===== src/gpcd_pkg.sv =====
// Package for the port C / port D general-purpose I/O block.
// Assumes a byte-wide register port with one-cycle read latency.
package gpcd_pkg;
    // ----------------------------------------------------------------
    // Register offsets
    // ----------------------------------------------------------------
    localparam logic [7:0] ADDR_PORTC_DATA = 8'h02; // Port C data latch
    localparam logic [7:0] ADDR_PORTD_DATA = 8'h03; // Port D data latch
    localparam logic [7:0] ADDR_PORTC_DIR = 8'h06; // Port C direction
    localparam logic [7:0] ADDR_PORTD_DIR = 8'h07; // Port D direction
    localparam logic [7:0] ADDR_PORTC_LED = 8'h0D; // Port C LED drive
    localparam logic [7:0] ADDR_OPTION_TWO = 8'h10; // LCD select bits
    localparam logic [7:0] ADDR_ALT_ENABLE = 8'h11; // Alternate function enables
    // ----------------------------------------------------------------
    // Field positions and reset values
    // ----------------------------------------------------------------
    localparam int OPT_LOWER_LCD = 0; // Port C pins 3..0 to LCD
    localparam int OPT_UPPER_LCD = 1; // Port C pins 7..4 to LCD
    localparam int ALT_I2C = 0; // I2C module enable
    localparam int ALT_SPI = 1; // SPI enable
    localparam int ALT_RTC = 2; // RTC trim enable
    localparam int ALT_T1 = 3; // Timer 1 external clock (prescale all ones)
    localparam int ALT_T2 = 4; // Timer 2 external clock
    localparam logic [7:0] RST_DIR = 8'h00; // Direction after reset
    localparam logic [7:0] RST_LED = 8'h00; // LED drive after reset
    localparam logic [7:0] RST_CFG = 8'h00; // Config after reset
    localparam int PIN_SYNC_STAGES = 3; // Input synchroniser depth
    // ----------------------------------------------------------------
    // Port D pin map of alternate functions
    // ----------------------------------------------------------------
    localparam int PD_SCK = 0; // SPI serial clock
    localparam int PD_MOSI = 1; // SPI MOSI
    localparam int PD_MISO = 2; // SPI MISO
    localparam int PD_SS = 3; // SPI slave select
    localparam int PD_SDA = 4; // I2C data, also keypad 4
    localparam int PD_SCL = 5; // I2C clock, also keypad 5
    localparam int PD_TMR1_CLK = 6; // Timer 1 clock / trim out, keypad 6
    localparam int PD_TMR2_CLK = 7; // Timer 2 clock / trim in, keypad 7
    // ----------------------------------------------------------------
    // Carriers
    // ----------------------------------------------------------------
    typedef struct packed {
        logic [7:0] val; // Level to drive
        logic [7:0] oe_n; // Low while the pin is driven
    } gpcd_pin_drv_s;
    typedef struct packed {
        logic [7:0] addr; // Register address
        logic [7:0] wdata; // Write data
        logic wr; // Write strobe
        logic rd; // Read strobe
    } gpcd_bus_s;
endpackage : gpcd_pkg


===== src/gpcd_ports.sv =====
// Port C and port D GPIO with direction, port C LED drive and pin sharing.
// Assumes pins arrive asynchronously; peripherals sit on CLK.
//
// Overview of operation
// Port C eight-bit read/write data latch
// Port C latch untouched by reset
// Port C direction one drives, zero inputs
// Reset clears port C direction bits
// Port C read: latch if output, else pin
// Data writes always update the latch
// Two bits hand port C nibbles to LCD
// LED drive bit acts only on outputs
// Port D eight-bit latch survives reset
// Port D direction; reset clears it
// Port D read: latch if output, else pin
// Keypad enable takes port D pins 7..4
// I2C enable makes SDA/SCL open drain
// Timer 2 all-ones prescale takes its pin
// Timer 1 all-ones prescale takes its pin
// SPI enable takes four port D pins
// RTC trim enable takes two pins
// Software writes data before setting direction
// Software enables one sharer per pin
// Fixed priority resolves multiple sharers
`timescale 1ns/1ns
`default_nettype none
module gpcd_ports (
    input wire logic CLK,
    input wire logic NRST,
    input wire gpcd_pkg::gpcd_bus_s BUS,
    output logic [7:0] RDATA,
    input wire logic [7:0] PORTC_IN,
    output gpcd_pkg::gpcd_pin_drv_s PORTC_DRV,
    output logic [7:0] PORTC_LED_SINK,
    output logic [1:0] LCD_NIBBLE_EN,
    input wire logic [7:0] PORTD_IN,
    output gpcd_pkg::gpcd_pin_drv_s PORTD_DRV,
    input wire logic [3:0] KEYPAD_IRQ_ENABLE,
    input wire logic [2:0] TIMER1_PRESCALE,
    input wire logic [2:0] TIMER2_PRESCALE,
    input wire logic I2C_SDA_LOW,
    input wire logic I2C_SCL_LOW,
    input wire logic SPI_SCK_OUT,
    input wire logic SPI_SCK_OE,
    input wire logic SPI_MOSI_OUT,
    input wire logic SPI_MOSI_OE,
    input wire logic SPI_MISO_OUT,
    input wire logic SPI_MISO_OE,
    input wire logic RTC_TRIM_OUT_VAL,
    output logic [7:0] PORTD_PIN_LEVEL
);
    import gpcd_pkg::*;

    // ----------------------------------------------------------------
    // Storage
    // ----------------------------------------------------------------
    logic [7:0] portc_data_latch; // Port C output latch, no reset
    logic [7:0] portd_data_latch; // Port D output latch, no reset
    logic [7:0] portc_direction; // Port C direction
    logic [7:0] portd_direction; // Port D direction
    logic [7:0] portc_led_drive_enable; // Port C high-sink enables
    logic [7:0] option_reg_two; // LCD nibble selects
    logic [7:0] alt_enable; // Alternate function enables
    logic [PIN_SYNC_STAGES-1:0] sync_c [8]; // Port C pin synchroniser
    logic [PIN_SYNC_STAGES-1:0] sync_d [8]; // Port D pin synchroniser
    logic [7:0] pin_c; // Filtered port C level
    logic [7:0] pin_d; // Filtered port D level
    logic [7:0] next_rdata; // Read mux output
    logic [7:0] next_d_val; // Port D drive value
    logic [7:0] next_d_oe_n; // Port D enable, low = drive
    logic [7:0] next_c_oe_n; // Port C enable, low = drive
    logic [7:0] keypad_take; // Keypad owned pins
    logic t1_ext; // Timer 1 external clock selected
    logic t2_ext; // Timer 2 external clock selected
    logic [1:0] lcd_sel; // LCD nibble selects

    assign t1_ext = (TIMER1_PRESCALE == 3'h7) | alt_enable[ALT_T1];
    assign t2_ext = (TIMER2_PRESCALE == 3'h7) | alt_enable[ALT_T2];
    assign keypad_take = {KEYPAD_IRQ_ENABLE, 4'h0};
    assign lcd_sel = {option_reg_two[OPT_UPPER_LCD], option_reg_two[OPT_LOWER_LCD]};

    // ----------------------------------------------------------------
    // Pin synchronisers
    // ----------------------------------------------------------------
    // Shift each pin through three stages; accept when last two agree
    always_ff @(posedge CLK) begin
        for (int i = 0; i < 8; i++) begin
            sync_c[i] <= {sync_c[i][PIN_SYNC_STAGES-2:0], PORTC_IN[i]};
            sync_d[i] <= {sync_d[i][PIN_SYNC_STAGES-2:0], PORTD_IN[i]};
        end
    end

    // Filtered levels; a stable reading only counts when stages agree
    always_ff @(posedge CLK) begin
        if (!NRST) begin
            pin_c <= 8'h00;
            pin_d <= 8'h00;
        end else begin
            for (int i = 0; i < 8; i++) begin
                if (sync_c[i][1] == sync_c[i][2]) begin
                    pin_c[i] <= sync_c[i][2];
                end
                if (sync_d[i][1] == sync_d[i][2]) begin
                    pin_d[i] <= sync_d[i][2];
                end
            end
        end
    end

    // ----------------------------------------------------------------
    // Data latches
    // ----------------------------------------------------------------
    // Latches have no reset and take every write
    always_ff @(posedge CLK) begin
        if (BUS.wr && BUS.addr == ADDR_PORTC_DATA) begin
            portc_data_latch <= BUS.wdata;
        end
        if (BUS.wr && BUS.addr == ADDR_PORTD_DATA) begin
            portd_data_latch <= BUS.wdata;
        end
    end

    // ----------------------------------------------------------------
    // Control registers
    // ----------------------------------------------------------------
    // Direction, LED and configuration registers
    always_ff @(posedge CLK) begin
        if (!NRST) begin
            portc_direction <= RST_DIR;
            portd_direction <= RST_DIR;
            portc_led_drive_enable <= RST_LED;
            option_reg_two <= RST_CFG;
            alt_enable <= RST_CFG;
        end else if (BUS.wr) begin
            unique case (BUS.addr)
                ADDR_PORTC_DIR: portc_direction <= BUS.wdata;
                ADDR_PORTD_DIR: portd_direction <= BUS.wdata;
                ADDR_PORTC_LED: portc_led_drive_enable <= BUS.wdata;
                ADDR_OPTION_TWO: option_reg_two <= {6'h00, BUS.wdata[1:0]};
                ADDR_ALT_ENABLE: alt_enable <= {3'h0, BUS.wdata[4:0]};
                default: ;
            endcase
        end
    end

    // ----------------------------------------------------------------
    // Read path
    // ----------------------------------------------------------------
    // Mix latch and pin per direction bit
    always_comb begin
        unique case (BUS.addr)
            ADDR_PORTC_DATA: next_rdata = (portc_direction & portc_data_latch)
                | (~portc_direction & pin_c);
            ADDR_PORTD_DATA: next_rdata = (portd_direction & portd_data_latch)
                | (~portd_direction & pin_d);
            ADDR_PORTC_DIR: next_rdata = portc_direction;
            ADDR_PORTD_DIR: next_rdata = portd_direction;
            ADDR_PORTC_LED: next_rdata = portc_led_drive_enable;
            ADDR_OPTION_TWO: next_rdata = option_reg_two;
            ADDR_ALT_ENABLE: next_rdata = alt_enable;
            default: next_rdata = 8'h00;
        endcase
    end

    // Read data valid only in the cycle after the strobe
    always_ff @(posedge CLK) begin
        if (!NRST) begin
            RDATA <= 8'h00;
        end else if (BUS.rd) begin
            RDATA <= next_rdata;
        end else begin
            RDATA <= 8'h00;
        end
    end

    // ----------------------------------------------------------------
    // Port C pin drive
    // ----------------------------------------------------------------
    // Direction drives; LCD nibbles release the pins
    always_comb begin
        next_c_oe_n = ~portc_direction;
        if (lcd_sel[1]) begin
            next_c_oe_n[7:4] = 4'hF;
        end
        if (lcd_sel[0]) begin
            next_c_oe_n[3:0] = 4'hF;
        end
    end

    // Registered port C outputs
    always_ff @(posedge CLK) begin
        if (!NRST) begin
            PORTC_DRV <= '{val: 8'h00, oe_n: 8'hFF};
            PORTC_LED_SINK <= 8'h00;
            LCD_NIBBLE_EN <= 2'h0;
        end else begin
            PORTC_DRV <= '{val: portc_data_latch, oe_n: next_c_oe_n};
            PORTC_LED_SINK <= portc_led_drive_enable & ~next_c_oe_n;
            LCD_NIBBLE_EN <= lcd_sel;
        end
    end

    // ----------------------------------------------------------------
    // Port D pin drive
    // ----------------------------------------------------------------
    // Lowest priority first; later overrides win (I2C highest)
    always_comb begin
        next_d_val = portd_data_latch;
        next_d_oe_n = ~portd_direction;
        // Keypad pins are inputs to the interrupt module
        next_d_oe_n = next_d_oe_n | keypad_take;
        if (t1_ext) begin
            next_d_oe_n[PD_TMR1_CLK] = 1'b1;
        end
        if (t2_ext) begin
            next_d_oe_n[PD_TMR2_CLK] = 1'b1;
        end
        if (alt_enable[ALT_RTC]) begin
            next_d_val[PD_TMR1_CLK] = RTC_TRIM_OUT_VAL;
            next_d_oe_n[PD_TMR1_CLK] = 1'b0;
            next_d_oe_n[PD_TMR2_CLK] = 1'b1;
        end
        if (alt_enable[ALT_SPI]) begin
            next_d_val[PD_SCK] = SPI_SCK_OUT;
            next_d_oe_n[PD_SCK] = ~SPI_SCK_OE;
            next_d_val[PD_MOSI] = SPI_MOSI_OUT;
            next_d_oe_n[PD_MOSI] = ~SPI_MOSI_OE;
            next_d_val[PD_MISO] = SPI_MISO_OUT;
            next_d_oe_n[PD_MISO] = ~SPI_MISO_OE;
            next_d_oe_n[PD_SS] = 1'b1;
        end
        if (alt_enable[ALT_I2C]) begin
            next_d_val[PD_SDA] = 1'b0;
            next_d_oe_n[PD_SDA] = ~I2C_SDA_LOW;
            next_d_val[PD_SCL] = 1'b0;
            next_d_oe_n[PD_SCL] = ~I2C_SCL_LOW;
        end
    end

    // Registered port D outputs
    always_ff @(posedge CLK) begin
        if (!NRST) begin
            PORTD_DRV <= '{val: 8'h00, oe_n: 8'hFF};
            PORTD_PIN_LEVEL <= 8'h00;
        end else begin
            PORTD_DRV <= '{val: next_d_val, oe_n: next_d_oe_n};
            PORTD_PIN_LEVEL <= pin_d;
        end
    end

    // ----------------------------------------------------------------
    // Checks
    // ----------------------------------------------------------------
    property p_dir_reset;
        @(posedge CLK) !NRST |=> (portc_direction == 8'h00 && portd_direction == 8'h00);
    endproperty
    a_dir_reset: assert property (p_dir_reset) else $error("direction not cleared");

    property p_latch_write;
        @(posedge CLK) BUS.wr && BUS.addr == ADDR_PORTC_DATA
            |=> portc_data_latch == $past(BUS.wdata);
    endproperty
    a_latch_write: assert property (p_latch_write) else $error("port C latch missed");

    property p_latch_keep;
        @(posedge CLK) !NRST && !(BUS.wr && BUS.addr == ADDR_PORTD_DATA)
            |=> $stable(portd_data_latch);
    endproperty
    a_latch_keep: assert property (p_latch_keep) else $error("port D latch changed");

    property p_read_c;
        @(posedge CLK) disable iff (!NRST) BUS.rd && BUS.addr == ADDR_PORTC_DATA
            |=> RDATA == (($past(portc_direction) & $past(portc_data_latch))
                | (~$past(portc_direction) & $past(pin_c)));
    endproperty
    a_read_c: assert property (p_read_c) else $error("port C read wrong");

    property p_read_d;
        @(posedge CLK) disable iff (!NRST) BUS.rd && BUS.addr == ADDR_PORTD_DATA
            |=> RDATA == (($past(portd_direction) & $past(portd_data_latch))
                | (~$past(portd_direction) & $past(pin_d)));
    endproperty
    a_read_d: assert property (p_read_d) else $error("port D read wrong");

    property p_led_output;
        @(posedge CLK) disable iff (!NRST) (PORTC_LED_SINK & PORTC_DRV.oe_n) == 8'h00;
    endproperty
    a_led_output: assert property (p_led_output) else $error("LED on input pin");

    property p_lcd_upper;
        @(posedge CLK) disable iff (!NRST) option_reg_two[OPT_UPPER_LCD]
            |=> PORTC_DRV.oe_n[7:4] == 4'hF;
    endproperty
    a_lcd_upper: assert property (p_lcd_upper) else $error("LCD nibble driven");

    property p_keypad;
        @(posedge CLK) disable iff (!NRST) KEYPAD_IRQ_ENABLE[3] && !alt_enable[ALT_I2C]
            && !alt_enable[ALT_RTC] |=> PORTD_DRV.oe_n[PD_TMR2_CLK];
    endproperty
    a_keypad: assert property (p_keypad) else $error("keypad pin driven");

    property p_i2c;
        @(posedge CLK) disable iff (!NRST) alt_enable[ALT_I2C]
            |=> !PORTD_DRV.val[PD_SDA] && !PORTD_DRV.val[PD_SCL];
    endproperty
    a_i2c: assert property (p_i2c) else $error("I2C pin drives high");

    property p_t2;
        @(posedge CLK) disable iff (!NRST) TIMER2_PRESCALE == 3'h7 && !alt_enable[ALT_RTC]
            |=> PORTD_DRV.oe_n[PD_TMR2_CLK];
    endproperty
    a_t2: assert property (p_t2) else $error("timer 2 pin driven");

    property p_t1;
        @(posedge CLK) disable iff (!NRST) TIMER1_PRESCALE == 3'h7 && !alt_enable[ALT_RTC]
            |=> PORTD_DRV.oe_n[PD_TMR1_CLK];
    endproperty
    a_t1: assert property (p_t1) else $error("timer 1 pin driven");

    property p_spi;
        @(posedge CLK) disable iff (!NRST) alt_enable[ALT_SPI]
            |=> PORTD_DRV.oe_n[PD_SS] && PORTD_DRV.val[PD_SCK] == $past(SPI_SCK_OUT);
    endproperty
    a_spi: assert property (p_spi) else $error("SPI pins wrong");

    property p_rtc;
        @(posedge CLK) disable iff (!NRST) alt_enable[ALT_RTC]
            |=> !PORTD_DRV.oe_n[PD_TMR1_CLK] && PORTD_DRV.oe_n[PD_TMR2_CLK];
    endproperty
    a_rtc: assert property (p_rtc) else $error("RTC trim pins wrong");

    property p_dir_c;
        @(posedge CLK) disable iff (!NRST) lcd_sel == 2'h0
            |=> PORTC_DRV.oe_n == ~$past(portc_direction);
    endproperty
    a_dir_c: assert property (p_dir_c) else $error("port C direction");
endmodule : gpcd_ports
`default_nettype wire


===== config.mk =====
export PLATFORM = sky130hd
export DESIGN_NAME = gpcd_ports
export DESIGN_NICKNAME = d
export VERILOG_FILES = /design/src/gpcd_pkg.sv /design/src/gpcd_ports.sv
export SDC_FILE = /design/constraint.sdc
export NUM_CORES = 1
export LEC_CHECK = 0
export ABC_AREA = 1
export BUFFER_PORTS_ARGS = -buffer_cell sky130_fd_sc_hd__clkbuf_2
export CORE_MARGIN = 3
export CORE_UTILIZATION = 40
export CTS_CLUSTER_DIAMETER = 150
export DETAILED_ROUTE_END_ITERATION = 12
export PLACE_DENSITY = 0.59
export SYNTH_ARGS = -nofsm -noshare
export SYNTH_HDL_FRONTEND = slang
export SYNTH_SLANG_ARGS = --single-unit

===== constraint.sdc =====
create_clock -name CLK -period 3.4 [get_ports CLK]
set_input_delay 0.68 -clock CLK [delete_from_list [all_inputs] [get_ports CLK]]
set_output_delay 0.68 -clock CLK [all_outputs]
set_load 0.01 [all_outputs]

==> impl_metrics.toml <==
[global_route]
grt_util_met3_pct = 5.03
antenna_found_initial = 0
track_usage_pct = 18.4
grtUsageMet1_pct = 23.9
overflow = 0
grt_max_degree = 34
top_usage_layer = "met2"
grt_pass1_wl_mm = 20.9
grt.met2_usage_pct = 28.6
grt_pass1_vias = 4127

[layout]
final_layout_size_suffix_gt1_share_pct = 23.0
syn2layout_area_growth_pct = 24.1
utilization_pct = 51.1
fillers = 1270
multiInputGateArea_sq_mm = 0.00161
seqCellArea_sq_mm = 0.00354
insertedDiodeCount = 0
nets = 760

[route]
drtIter0Drc = 260
dr.pass1.iters = 5
drtAntennaViolNets = 0
via_per_inst = 4.77
wire_per_inst_um = 14.9
vias = 4268
routed_wl_mm = 13.3
drc_errors = 0

[clock_tree]
cts_tree = "built"
clock-sinks = 169
numCtsBuffers = 17
ctsHtreeMaxLevel = 4
clkLatencyLatePin_ns = 0.42
cts_root_buf = "clkbuf_16"
ctsResizeCount = 0
cts_buffer_depth = 2
cts.clk_slew.worst_paths_ns = 0.06
post_cts_buffers = 0
hold_buffers = 0

[place]
post-place-ws_ns = 1.03
port_buffers = 112
post-dp-hpwl_mm = 9.60
gp_congestion = 0.846

[synthesis]
syn_nets = 640
yosysWarningCount = 0
synthAdderAreaFrac_pct = 0
synth_compound_area_share_pct = 10.4
synth_area_leaders = "dfxtp_1 (56%), edfxtp_1 (8.7%), nand3_1 (5.7%), nand2_1 (5.6%), o21ai_0 (5.0%)"
synth_ff_type = "dfxtp_1"
synth_top_family_by_area = "simple AND/OR/NAND/NOR gates"
ys_ff_latch = 169
synth_edf_count = 16
synth_xor_area_share_pct = 0
synthMuxAreaShare_pct = 0
synth_area_sq_mm = 0.00550
synth_top_area_share_pct = 55.7
synth.most_common_cell = "dfxtp_1"
postSynthAreaPerCell_sq_um = 9.40
synth_simple_gate_area_share_pct = 18.9
yosys-top-cells-count = "dfxtp_1 (153), nand2_1 (82), nand3_1 (63)"
ys_types = 24
yosysTopAreaCell = "dfxtp_1"
ys_seq_area_share_pct = 64.5
synthArstFlopShare_pct = 0
syn_inst = 585

[flow_run]
cap_violations = 0

[sta]
tightestPinTransition_ns = 0.727
relSlewSlack_pct = 51.3
fmax_ghz = 0.517
finalCritPeriodShare_pct = 56.9
drv_slew = 0
layout_min_cycle_time_ns = 1.94
rsz0062_at_grt = "no"
hold_violations = 0
finalWorstSetupSlack_ns = 1.46
final-setup-viol-count = 0
tns_ns = 0
finalClockSkew_ns = 0.0128

[critical_path]
worstPathArrival_ns = 1.98
worstSetupStartpointType = "input port"
cp.required_ns = 3.44
cp_max_fo = 33
path_class = "in2reg"
end_kind = "flip-flop"

[die]
die_h_um = 123
rows = 42
initial_core_util_pct = 41.2
num_io_pins = 113
die_w_um = 123
die_area_sq_mm = 0.0152
core-area_sq_mm = 0.0133

[power]
powerDensity_mw_per_mm2 = 613
peakVddDrop_mv = 0.381
leakagePower_nw = 3.03

[hold_path]
hold_path.class = "reg2reg"

[run_status]
status = "finished clean"
critical path: stages:
cell and delay, ns:
clkbuf_2 0.08, inv_1 0.06, nand2_1 0.13, nor2_8 0.37
nand2_1 0.09, nor2_1 0.56
layer usage:
layer  routed length [um]  share of wire (%)
met1                 6110                 46
met2                 6050                 45
met3                  850                6.4
met4                  297                2.2
met5                    0                  0
where the power goes:
group | total, mW | switching [mW] | internal, mW
logic | 0.154 | 0.0980 | 0.0561
registers | 2.09 | 0.0244 | 2.06
clock network | 1.94 | 0.744 | 1.20
total | 4.18 | 0.867 | 3.32
registers in the layout (all words and copies together), names as in the netlist:
signal / count
pin_d: 8
portc_led_drive_enable: 8
pin_c: 8
PORTD_DRV: 16
portc_data_latch: 8
sync_c: 24
LCD_NIBBLE_EN: 2
portd_direction: 8
PORTD_PIN_LEVEL: 8
portd_data_latch: 8
option_reg_two: 2
PORTC_DRV: 16
PORTC_LED_SINK: 8
sync_d: 24
RDATA: 8
portc_direction: 8
alt_enable: 5
metrics by stage:
step | total power [mW] | std cells | hold WS [ns] | instance area, sq um
floorplan | 2.20 | 585 | 0.310 | 5500
global placement | 2.28 | 862 | 0.311 | 6220
detailed placement | 2.28 | 862 | 0.312 | 6220
CTS | 4.23 | 894 | 0.324 | 6820
global route | 4.34 | 894 | 0.327 | 6820
finish | 4.18 | 894 | 0.325 | 6820
cells in the final DEF, fill, tap and decap left out:
cell,Yosys,routed
a21oi_1,52,52
a31oi_1,2,2
buf_4,3,6
bufinv_16,0,3
clkbuf_1,7,3
clkbuf_16,0,17
clkbuf_2,0,112
clkbuf_8,0,2
clkinv_2,0,1
clkinv_4,0,1
clkinvlp_4,0,1
dfxtp_1,153,153
edfxtp_1,16,16
inv_1,62,62
inv_2,1,1
inv_4,0,3
inv_6,0,1
nand2_1,82,82
nand2_2,5,5
nand3_1,63,63
nand3_2,1,1
nand3_4,3,3
nand4_1,1,1
nor2_1,55,55
nor2_2,4,4
nor2_4,2,2
nor2_8,2,2
nor3_1,4,4
o21ai_0,55,55
o21ai_1,5,5
worst paths after layout:
path / from / slack, ns / depth (start not counted) / end
worst min-delay path: sync_c[1][6]$_DFF_P_ / 0.32 / 0 / sync_c[1][7]$_DFF_P_
worst max register to register: portd_direction[4]$_SDFFE_PN0P_ / 2.23 / 6 / RDATA[4]$_SDFF_PN0_
worst min register to register: sync_c[1][6]$_DFF_P_ / 0.32 / 0 / sync_c[1][7]$_DFF_P_
worst max-delay path: BUS[15] / 1.46 / 6 / portd_data_latch[2]$_DFFE_PP_
cell families (layout without fill, tap and decap cells):
group | Yosys count | in the layout
buffers and inverters | 80 | 213
DFF | 169 | 169
and+or+nand+nor | 222 | 222
AOI/OAI and AO/OA | 114 | 114
layout make-up:
class	instances	area share (%)
flip-flops and latches	169	52.0
inverters	63	3.47
multi-input cells	336	23.6
repair buffers	118	8.88
well taps	176	3.23
clock inverters	10	2.04
clock buffers	22	6.81
No activity file was read; power rests on OpenSTA's default activity.
